$ cat src/hw/wdt_pkg.sv
// shared constants and types for the system watchdog timer
// assumes a 32-bit apb slave port and a single core clock domain
package wdt_pkg;

   // ------------------------------------------------------------
   // register map (byte addresses)
   // ------------------------------------------------------------
   localparam logic [7:0] CTRL_OFS = 8'h00;
   localparam logic [7:0] CMD_OFS = 8'h04;
   localparam logic [7:0] STAT_OFS = 8'h08;
   localparam logic [7:0] COUNT_OFS = 8'h0c;

   // ------------------------------------------------------------
   // field positions
   // ------------------------------------------------------------
   localparam int CTRL_ENH_BIT = 0;
   localparam int CTRL_SEL_LO = 1;
   localparam int CTRL_SEL_HI = 2;
   localparam int CTRL_REL_LO = 8;
   localparam int CTRL_REL_HI = 15;
   localparam int CMD_SERVICE_BIT = 0;
   localparam int CMD_DISABLE_BIT = 1;
   localparam int CMD_ENABLE_BIT = 2;
   localparam int CMD_END_OF_INIT_INSTRUCTION_BIT = 3;

   // ------------------------------------------------------------
   // reset values: divide by 2, reload 0 gives 131072 cycles
   // ------------------------------------------------------------
   localparam logic [1:0] SEL_DIV2 = 2'h0;
   localparam logic [1:0] SEL_DIV4 = 2'h1;
   localparam logic [1:0] SEL_DIV128 = 2'h2;
   localparam logic [1:0] SEL_DIV256 = 2'h3;
   localparam logic [1:0] SEL_RESET = SEL_DIV2;
   localparam logic [7:0] RELOAD_RESET = 8'h00;
   localparam logic [7:0] LIM_DIV2 = 8'h01;
   localparam logic [7:0] LIM_DIV4 = 8'h03;
   localparam logic [7:0] LIM_DIV128 = 8'h7f;
   localparam logic [7:0] LIM_DIV256 = 8'hff;
   localparam logic [15:0] COUNT_MAX = 16'hffff;
   localparam logic [7:0] LOW_CLEAR = 8'h00;

   // ------------------------------------------------------------
   // carriers
   // ------------------------------------------------------------
   typedef struct packed {
      logic psel;
      logic penable;
      logic pwrite;
      logic [7:0] paddr;
      logic [31:0] pwdata;
   } apb_req_t;

   typedef struct packed {
      logic [7:0] reload;
      logic [1:0] presSel;
      logic enhanced;
   } wdt_ctrl_t;

   function automatic logic [7:0] divLimit(input logic [1:0] sel);
      case (sel)
         SEL_DIV2: divLimit = LIM_DIV2;
         SEL_DIV4: divLimit = LIM_DIV4;
         SEL_DIV128: divLimit = LIM_DIV128;
         default: divLimit = LIM_DIV256;
      endcase
   endfunction : divLimit

endpackage : wdt_pkg

$ cat src/hw/wdt_prescaler.sv
// clock prescaler: one-cycle tick every 2/4/128/256 core clocks
// assumes sel is stable while running; clear restarts the period
module wdt_prescaler (
   // clock and reset
   input wire logic core_clk,
   input wire logic rst,
   // control
   input wire logic run,
   input wire logic clear,
   input wire logic [1:0] sel,
   // tick out
   output logic tick
);
   import wdt_pkg::*;

   logic [7:0] div_ff;
   logic tick_ff;

   always_ff @(posedge core_clk) begin
      if (rst || clear || !run) begin
         div_ff <= 8'h00;
         tick_ff <= 1'b0;
      end else if (div_ff >= divLimit(sel)) begin
         div_ff <= 8'h00;
         tick_ff <= 1'b1;
      end else begin
         div_ff <= div_ff + 8'h01;
         tick_ff <= 1'b0;
      end
   end

   assign tick = tick_ff;

endmodule : wdt_prescaler

$ cat src/hw/system_watchdog_timer.sv
// system watchdog timer with apb register access
// assumes a cpu-side apb master; the reset pulse goes to the chip reset logic
//
// Design decisions made here: the placing of the registers and the APB slave port.
module system_watchdog_timer (
   // clock and reset
   input wire logic core_clk,
   input wire logic rst,
   // apb slave
   input wdt_pkg::apb_req_t apbReq,
   output logic [31:0] prdata,
   output logic pready,
   output logic pslverr,
   // watchdog outputs
   output logic hwResetReq,
   output logic wdtRunning
);
   import wdt_pkg::*;

   // ------------------------------------------------------------
   // state
   // ------------------------------------------------------------
   wdt_ctrl_t ctrl_ff;
   logic [15:0] cnt_ff;
   logic run_ff;
   logic initDone_ff;
   logic hwReset_ff;
   logic [31:0] prdata_ff;
   logic pready_ff;
   logic pslverr_ff;
   logic tick;

   // ------------------------------------------------------------
   // apb decode
   // ------------------------------------------------------------
   logic setup;
   logic wrAcc;
   logic cmdWr;
   logic svc;
   logic dis;
   logic ena;
   logic end_of_init_instruction;
   logic disOk;
   logic overflow;

   function automatic logic mapped(input logic [7:0] a);
      mapped = (a == CTRL_OFS) || (a == CMD_OFS) || (a == STAT_OFS) || (a == COUNT_OFS);
   endfunction : mapped

   assign setup = apbReq.psel && !apbReq.penable;
   assign wrAcc = apbReq.psel && apbReq.penable && pready_ff && apbReq.pwrite;
   assign cmdWr = wrAcc && (apbReq.paddr == CMD_OFS);
   assign svc = cmdWr && apbReq.pwdata[CMD_SERVICE_BIT];
   assign dis = cmdWr && apbReq.pwdata[CMD_DISABLE_BIT];
   assign ena = cmdWr && apbReq.pwdata[CMD_ENABLE_BIT];
   assign end_of_init_instruction = cmdWr && apbReq.pwdata[CMD_END_OF_INIT_INSTRUCTION_BIT];
   // compatible mode: disable only while initialization is still open
   assign disOk = dis && (ctrl_ff.enhanced || !initDone_ff);
   // service beats a coinciding overflow tick, so a just-in-time service never resets the chip
   assign overflow = run_ff && tick && !svc && (cnt_ff == COUNT_MAX);

   // zero wait states: pready rises for the first access cycle
   always_ff @(posedge core_clk) begin
      if (rst) begin
         pready_ff <= 1'b0;
         pslverr_ff <= 1'b0;
      end else begin
         pready_ff <= setup;
         pslverr_ff <= setup && !mapped(apbReq.paddr);
      end
   end

   always_ff @(posedge core_clk) begin
      if (rst) begin
         prdata_ff <= 32'h0000_0000;
      end else if (setup && !apbReq.pwrite) begin
         case (apbReq.paddr)
            CTRL_OFS: prdata_ff <= {16'h0000, ctrl_ff.reload, 5'h00, ctrl_ff.presSel,
                                    ctrl_ff.enhanced};
            STAT_OFS: prdata_ff <= {29'h0000_0000, hwReset_ff, initDone_ff, run_ff};
            COUNT_OFS: prdata_ff <= {16'h0000, cnt_ff};
            default: prdata_ff <= 32'h0000_0000;
         endcase
      end
   end

   // ------------------------------------------------------------
   // control register
   // ------------------------------------------------------------
   always_ff @(posedge core_clk) begin
      if (rst) begin
         ctrl_ff.reload <= RELOAD_RESET;
         ctrl_ff.presSel <= SEL_RESET;
         ctrl_ff.enhanced <= 1'b0;
      end else if (wrAcc && apbReq.paddr == CTRL_OFS) begin
         ctrl_ff.reload <= apbReq.pwdata[CTRL_REL_HI:CTRL_REL_LO];
         ctrl_ff.presSel <= apbReq.pwdata[CTRL_SEL_HI:CTRL_SEL_LO];
         ctrl_ff.enhanced <= apbReq.pwdata[CTRL_ENH_BIT];
      end
   end

   // ------------------------------------------------------------
   // enable and init state
   // ------------------------------------------------------------
   always_ff @(posedge core_clk) begin
      if (rst) begin
         run_ff <= 1'b1;
      end else if (disOk) begin
         run_ff <= 1'b0;
      end else if (ena) begin
         run_ff <= 1'b1;
      end
   end

   // one-way: only a chip reset reopens initialization
   always_ff @(posedge core_clk) begin
      if (rst) begin
         initDone_ff <= 1'b0;
      end else if (end_of_init_instruction) begin
         initDone_ff <= 1'b1;
      end
   end

   // ------------------------------------------------------------
   // counter and overflow
   // ------------------------------------------------------------
   wdt_prescaler u_presc (
      .core_clk(core_clk),
      .rst(rst),
      .run(run_ff),
      .clear(svc),
      .sel(ctrl_ff.presSel),
      .tick(tick)
   );

   always_ff @(posedge core_clk) begin
      if (rst) begin
         cnt_ff <= {RELOAD_RESET, LOW_CLEAR};
      end else if (svc) begin
         cnt_ff <= {ctrl_ff.reload, LOW_CLEAR};
      end else if (overflow) begin
         cnt_ff <= {ctrl_ff.reload, LOW_CLEAR};
      end else if (run_ff && tick) begin
         cnt_ff <= cnt_ff + 16'h0001;
      end
   end

   always_ff @(posedge core_clk) begin
      if (rst) begin
         hwReset_ff <= 1'b0;
      end else begin
         hwReset_ff <= overflow;
      end
   end

   assign prdata = prdata_ff;
   assign pready = pready_ff;
   assign pslverr = pslverr_ff;
   assign hwResetReq = hwReset_ff;
   assign wdtRunning = run_ff;
endmodule : system_watchdog_timer

$ cat config.mk
export PLATFORM = sky130hd
export DESIGN_NAME = system_watchdog_timer
export DESIGN_NICKNAME = d
export VERILOG_FILES = /design/src/hw/wdt_pkg.sv /design/src/hw/wdt_prescaler.sv /design/src/hw/system_watchdog_timer.sv
export SDC_FILE = /design/constraint.sdc
export NUM_CORES = 1
export LEC_CHECK = 0
export ABC_CLOCK_PERIOD_IN_PS = 3560
export BUFFER_PORTS_ARGS = -buffer_cell sky130_fd_sc_hd__buf_2
export CAP_MARGIN = 5
export CORE_ASPECT_RATIO = 1.1
export CORE_MARGIN = 2
export CORE_UTILIZATION = 49
export DETAILED_ROUTE_END_ITERATION = 7
export PLACE_DENSITY = 0.84
export SLEW_MARGIN = 15
export SYNTH_ARGS = -nofsm -noshare
export SYNTH_HDL_FRONTEND = slang
export SYNTH_HIERARCHICAL = 1
export SYNTH_SLANG_ARGS = --single-unit
$ cat constraint.sdc
create_clock -name core_clk -period 3.56 [get_ports core_clk]
set_input_delay 0.178 -clock core_clk [delete_from_list [all_inputs] [get_ports core_clk]]
set_output_delay 0.178 -clock core_clk [all_outputs]
set_load 0.02 [all_outputs]
; Word level (Yosys, flattened, before mapping)
; Cells that the tools add are included.
[word_totals]
register_bits = 73
in_bits = 45
out_inout_bits = 36
word_cells = 65
[op_classes]
add_sub_neg = 2
order_cmp = 1
n_eq_ne = 6
muxes = 9
n_reduce_logical = 34
[ops]
columns = cell, count
row1 = 2-to-1 mux 16 bit, 3
row2 = case mux 16 bit (3 select lines), 1
row3 = case mux 8 bit (3 select lines), 1
row4 = adder 16 x 1 -> 16 bit (second input constant), 1
row5 = equality test 16 bit (second input constant), 1
row6 = equality test 8 x 4 -> 1 bit (second input constant), 2
row7 = logical AND 1 bit, 16
row8 = adder 8 x 1 -> 8 bit (second input constant), 1
row9 = equality test 8 x 3 -> 1 bit (second input constant), 1
row10 = >= comparator 8 bit, 1
row11 = zero test 8 bit, 1
row12 = 2-to-1 mux 8 bit, 1
row13 = zero test 1 bit, 6
row14 = logical OR 1 bit, 6
row15 = 2-to-1 mux 1 bit, 3
row16 = nonzero test 3 bit, 1
row17 = OR reduction 3 bit, 1
row18 = equality test 2 x 1 -> 1 bit (second input constant), 1
row19 = equality test 2 bit (second input constant), 1
row20 = zero test 2 bit, 1
row21 = nonzero test 2 bit, 1
row22 = OR reduction 2 bit, 1

; Longest topological paths before layout
[logic_depth]
depth_word = 10
mapped_depth = 8

; Cells and area by module
; The synthesis kept the hierarchy.
[modules_own_cells]
columns = module, instances, cells_per_inst, area_per_inst_um2, seq_area_each_um2
row1 = system_watchdog_timer, 1, 282, 2411.1, 960.9
row2 = wdt_prescaler, 1, 59, 569.3, 180.2

; Worst setup path after synthesis
; OpenSTA, ideal clock, no wires.
[synth_path]
path_type = flip-flop to flip-flop
from = register ctrl_ff[2] in the netlist's numbering
to = register u_presc.tick_ff (netlist: u_presc/tick)
setup_time_ns = 0.115
arrival_time_ns = 1.612
required_ns = 3.445
slack_ns = 1.833
stages_incl_launch_ff = 7
n_path_buf = 0
period_less_slack_ns = 1.727
cell_sequence = dfxtp_1 inv_1 ha_1 a21o_1 a311oi_4 o211ai_4 and2_1
[synth_via]
elab_chain_len = 5
elab_cells_between_ends = 7
classes_between = order compare: 1 / eq/ne: 2 / mux: 3 / reduce/logical: 1
[synth_rtl]
columns = item, line_no
row1 = start: declaration, system_watchdog_timer.sv:23  ; wdt_ctrl_t ctrl_ff;
row2 = "equality test 2 bit, or another cell as far along", wdt_pkg.sv:60  ; case (sel)
row3 = case mux 8 bit (3 select lines) (*), wdt_pkg.sv:60
row4 = 2-to-1 mux 8 bit (*), wdt_prescaler.sv:20  ; if (rst || clear || !run) begin
row5 = >= comparator 8 bit (*), wdt_prescaler.sv:23  ; end else if (div_ff >= divLimit(sel)) begin
row6 = 2-to-1 mux 1 bit (*), wdt_prescaler.sv:23
row7 = end signal: assignment, wdt_prescaler.sv:22  ; tick_ff <= 1'b0;
row8 = end signal: assignment, wdt_prescaler.sv:25  ; tick_ff <= 1'b1;
row9 = end signal: assignment, wdt_prescaler.sv:28  ; tick_ff <= 1'b0;
row10 = end: declaration, wdt_prescaler.sv:17  ; logic tick_ff;
; Every way passes the cells marked *; elsewhere a longest branch is shown, timed or not. The select of a mux whose other input is x is not followed.
; A chain may end at the register's enable or synchronous reset.

; Final worst setup path
[layout_path]
from = register ctrl_ff[2] in the netlist's numbering
to = register u_presc.div_ff[7]
[layout_via]
elab_chain_len = 5
elab_cells_between_ends = 7
classes_between = order compare: 1 / eq/ne: 2 / mux: 2 / reduce/logical: 2
[layout_rtl]
columns = item, line_no
row1 = "equality test 2 bit, or another cell as far along", wdt_pkg.sv:60
row2 = case mux 8 bit (3 select lines) (*), wdt_pkg.sv:60
row3 = 2-to-1 mux 8 bit (*), wdt_prescaler.sv:20
row4 = >= comparator 8 bit (*), wdt_prescaler.sv:23
row5 = OR reduction 2 bit (no source line) (*), -
row6 = end signal: assignment, wdt_prescaler.sv:27  ; div_ff <= div_ff + 8'h01;
row7 = end: declaration, wdt_prescaler.sv:16  ; logic [7:0] div_ff;
; Marks and branches as above.

==> results.yml <==
sta:
  timing.final.hold_violations: 0
  finalSetupViolations: 0
  post_route_fraction_of_the_period_consumed_by_the_critical_path_pct: 54.64
  fin_worst_skew_ns: 0.007903
  max_frequency_mhz: 514.1
  finalWorstPathRequiredPeriod_ns: 1.945
  timing.final.max_slew_violations: 0
  grt_setup_unrepaired: "no"
  maxSlewHeadroom_pct: 41.52
  timing_worst_slew_pin_value_ns: 0.8746
  setup_total_negative_slack_ns: 0
clock_network:
  cts_made_buffers: 9
  clock_insertion_delay_worst_skew_ns: 0.34
  tritoncts_num_sinks: 57
  cts-root-buf: "sky130_fd_sc_hd__clkbuf_8"
  clk_transition_reported_paths_ns: 0.07
  post_cts_resize_count: 0
  hold_buffers: 0
  cts_tree: "done"
  postCtsSetupRepairBufs: 0
  cts_buffer_depth: 2
  htree_levels: 3
critical_path:
  path_max_fanout: 10
  critical-path-max-stage-delay_ns: 0.53
  critPathArrivalTime_ns: 2.21
  critical_path_required_time_ns: 3.82
  end_kind: "register"
  highest_delay_cell_along_the_critical_path: "sky130_fd_sc_hd__dfxtp_1"
  start_kind: "register"
  worstPathCellList: "inv_1 -> ha_1 -> a21o_1 -> a311oi_4 -> o211ai_4 -> nor3b_2"
  path_class: "register to register"
die:
  die_x_um: 78.36
  placement_rows: 29
  io-pin-count: 81
  floorplan.core_area_mm2: 0.005842
  floorplan.die.height_um: 85.80
  die-area_mm2: 0.006723
  starting_density_of_the_core_pct: 51.02
final_layout:
  area.sequential_mm2: 0.001141
  drive_gt1_share_pct: 22.25
  diodes: 0
  finalNetCount: 429
  stdcell_count: 459
  synthToLayoutAreaGrowth_pct: 12.34
  combined_area_of_the_multi_input_logic_cells_mm2: 0.001662
  fillers: 549
synth:
  synth_warnings: 6
  synthArstFlopShare_pct: 0
  area_share_of_the_largest_cell_type_after_synthesis_pct: 38.29
  synth.top_cells.by_count: "sky130_fd_sc_hd__dfxtp_1, sky130_fd_sc_hd__nor2_1, sky130_fd_sc_hd__a21oi_1"
  syn_inst: 341
  synth_sequential_area_ratio_pct: 38.29
  synth_largest_area_cell: "sky130_fd_sc_hd__dfxtp_1"
  netlist_top_cells_area: "sky130_fd_sc_hd__dfxtp_1, sky130_fd_sc_hd__nor2_1, sky130_fd_sc_hd__mux2i_1, sky130_fd_sc_hd__buf_4, sky130_fd_sc_hd__a21oi_1"
  synth.ff_latch_count: 57
  synth_cell_type_count: 49
  synth_edf_count: 0
  syn-cell-area_mm2: 0.002980
  synthMostInstantiatedCell: "sky130_fd_sc_hd__dfxtp_1"
  postSynthAreaPerCell_um2: 8.740
  synth_top_flop_cell: "sky130_fd_sc_hd__dfxtp_1"
global_route:
  antenna_found_initial: 0
  grtUsageTotal_pct: 19.80
  grt_pass1_wl_mm: 10.52
  grt_pass1_vias: 2293
  maximum_number_of_pins_on_one_net_before_global_route_repair: 42
  grt-ovfl-total: 0
detailed_routing:
  drt-initial-drc-count: 188
  via_density: 5.309
  num_vias: 2437
  first_pass_iters: 4
  drc: 0
  drt-wirelength-per-cell_um: 13.95
  route.antenna.remaining_nets: 0
  wl_mm: 6.402
worst_hold_path:
  hold_path.class: "input port to register"
power:
  leakagePower_nw: 1.396
  powerDensity_mw_per_mm2: 535.2
  vdd_drop_max_v: 0.0003428
status:
  status: "finished, final reports clean"
placed_design:
  placed_cells_incl_taps: 443
  port-buffer-count: 44
  gp_congestion: 0.8545
  place.detailed.hpwl_mm: 4.388
job:
  cap_viol_max_count: 0
## kinds of logic (layout without fill, tap and decap cells)
kind of cell | Yosys count | count (layout) | synth area share [%]
other | 1 | 16 | 0.1258
buffers and inverters | 39 | 65 | 7.850
xor gates and xnor gates | 21 | 21 | 6.171
AOI/OAI and AO/OA | 62 | 62 | 14.95
and+or+nand+nor | 140 | 140 | 24.98
adders and majority gates | 7 | 7 | 2.939
muxes | 14 | 14 | 4.702
DFF | 57 | 57 | 38.29
## routing by layer
layer | GRT usage, % | wire length (um)
met1 | 23.69 | 2858
met4 | 7.496 | 101
met3 | 4.632 | 318
met5 | 0 | 0
met2 | 34.56 | 3124
## critical path: cells and delay by family (launching register included)
family / cells / cell delay, ns
simple gates: 1 / 0.22
compound gates: 3 / 0.68
flops: 1 / 0.53
fa+ha+maj: 1 / 0.31
buf+inv: 1 / 0.14
## final cells by class
| class | count | area share (%) |
|---|---|---|
| sequential | 57 | 34.08 |
| inverter | 5 | 0.5979 |
| tap | 77 | 2.877 |
| timing repair buffer | 44 | 6.577 |
| clock inverter | 7 | 2.541 |
| multi-input combinational | 260 | 49.63 |
| clock buffer | 9 | 3.700 |
## path summary, 6_finish.rpt
path	slack, ns	cells after the start	from	to
hold / removal	0.07	3	apbReq[9]	ctrl_ff[4]
setup reg to reg	1.61	6	ctrl_ff[2]	u_presc/div_ff[7]
hold reg to reg	0.45	2	prdata[1]	prdata[1]
setup / recovery	1.61	6	ctrl_ff[2]	u_presc/div_ff[7]
## cell usage in the layout, fill, tap and decap left out, types with 9 or more instances in the layout
master                     Yosys  routed
sky130_fd_sc_hd__a21oi_1      25      25
sky130_fd_sc_hd__a22oi_1      13      13
sky130_fd_sc_hd__buf_2         5      44
sky130_fd_sc_hd__clkbuf_8      0       9
sky130_fd_sc_hd__conb_1        1      16
sky130_fd_sc_hd__dfxtp_1      57      57
sky130_fd_sc_hd__mux2i_1      14      14
sky130_fd_sc_hd__nand2_1      21      21
sky130_fd_sc_hd__nor2_1       56      56
sky130_fd_sc_hd__nor3_1       12      12
sky130_fd_sc_hd__xnor2_1      11      11
sky130_fd_sc_hd__xor2_1       10      10
## registers in the layout (all words and copies together) (netlist names)
| signal | flops |
|---|---|
| u_presc/tick | 1 |
| wdtRunning | 1 |
| prdata | 16 |
| hwResetReq | 1 |
| initDone_ff | 1 |
| pslverr | 1 |
| ctrl_ff | 11 |
| cnt_ff | 16 |
| pready | 1 |
| u_presc/div_ff | 8 |
## where the power goes
group / leakage (nW) / switching [W] / total (W) / internal, W
Sequential: 0.461 / 0.0000760 / 0.000772 / 0.000696
Clock: 0.113 / 0.000267 / 0.000654 / 0.000387
Combinational: 0.823 / 0.000225 / 0.000366 / 0.000141
## metrics by stage
stage	total power (W)	utilization, %	hold slack [ns]	setup WS [ns]	cell area (um^2)
floorplan	0.001091	-	0.2579	1.833	3037
global placement	0.001122	53.74	0.4085	1.493	3139
detailed placement	0.001145	53.74	0.4156	1.445	3139
CTS	0.001788	57.31	0.06295	1.604	3348
global route	0.001871	57.31	0.07850	1.479	3348
finish	0.001792	57.31	0.06625	1.615	3348
No activity file was read; power rests on OpenSTA's default activity.
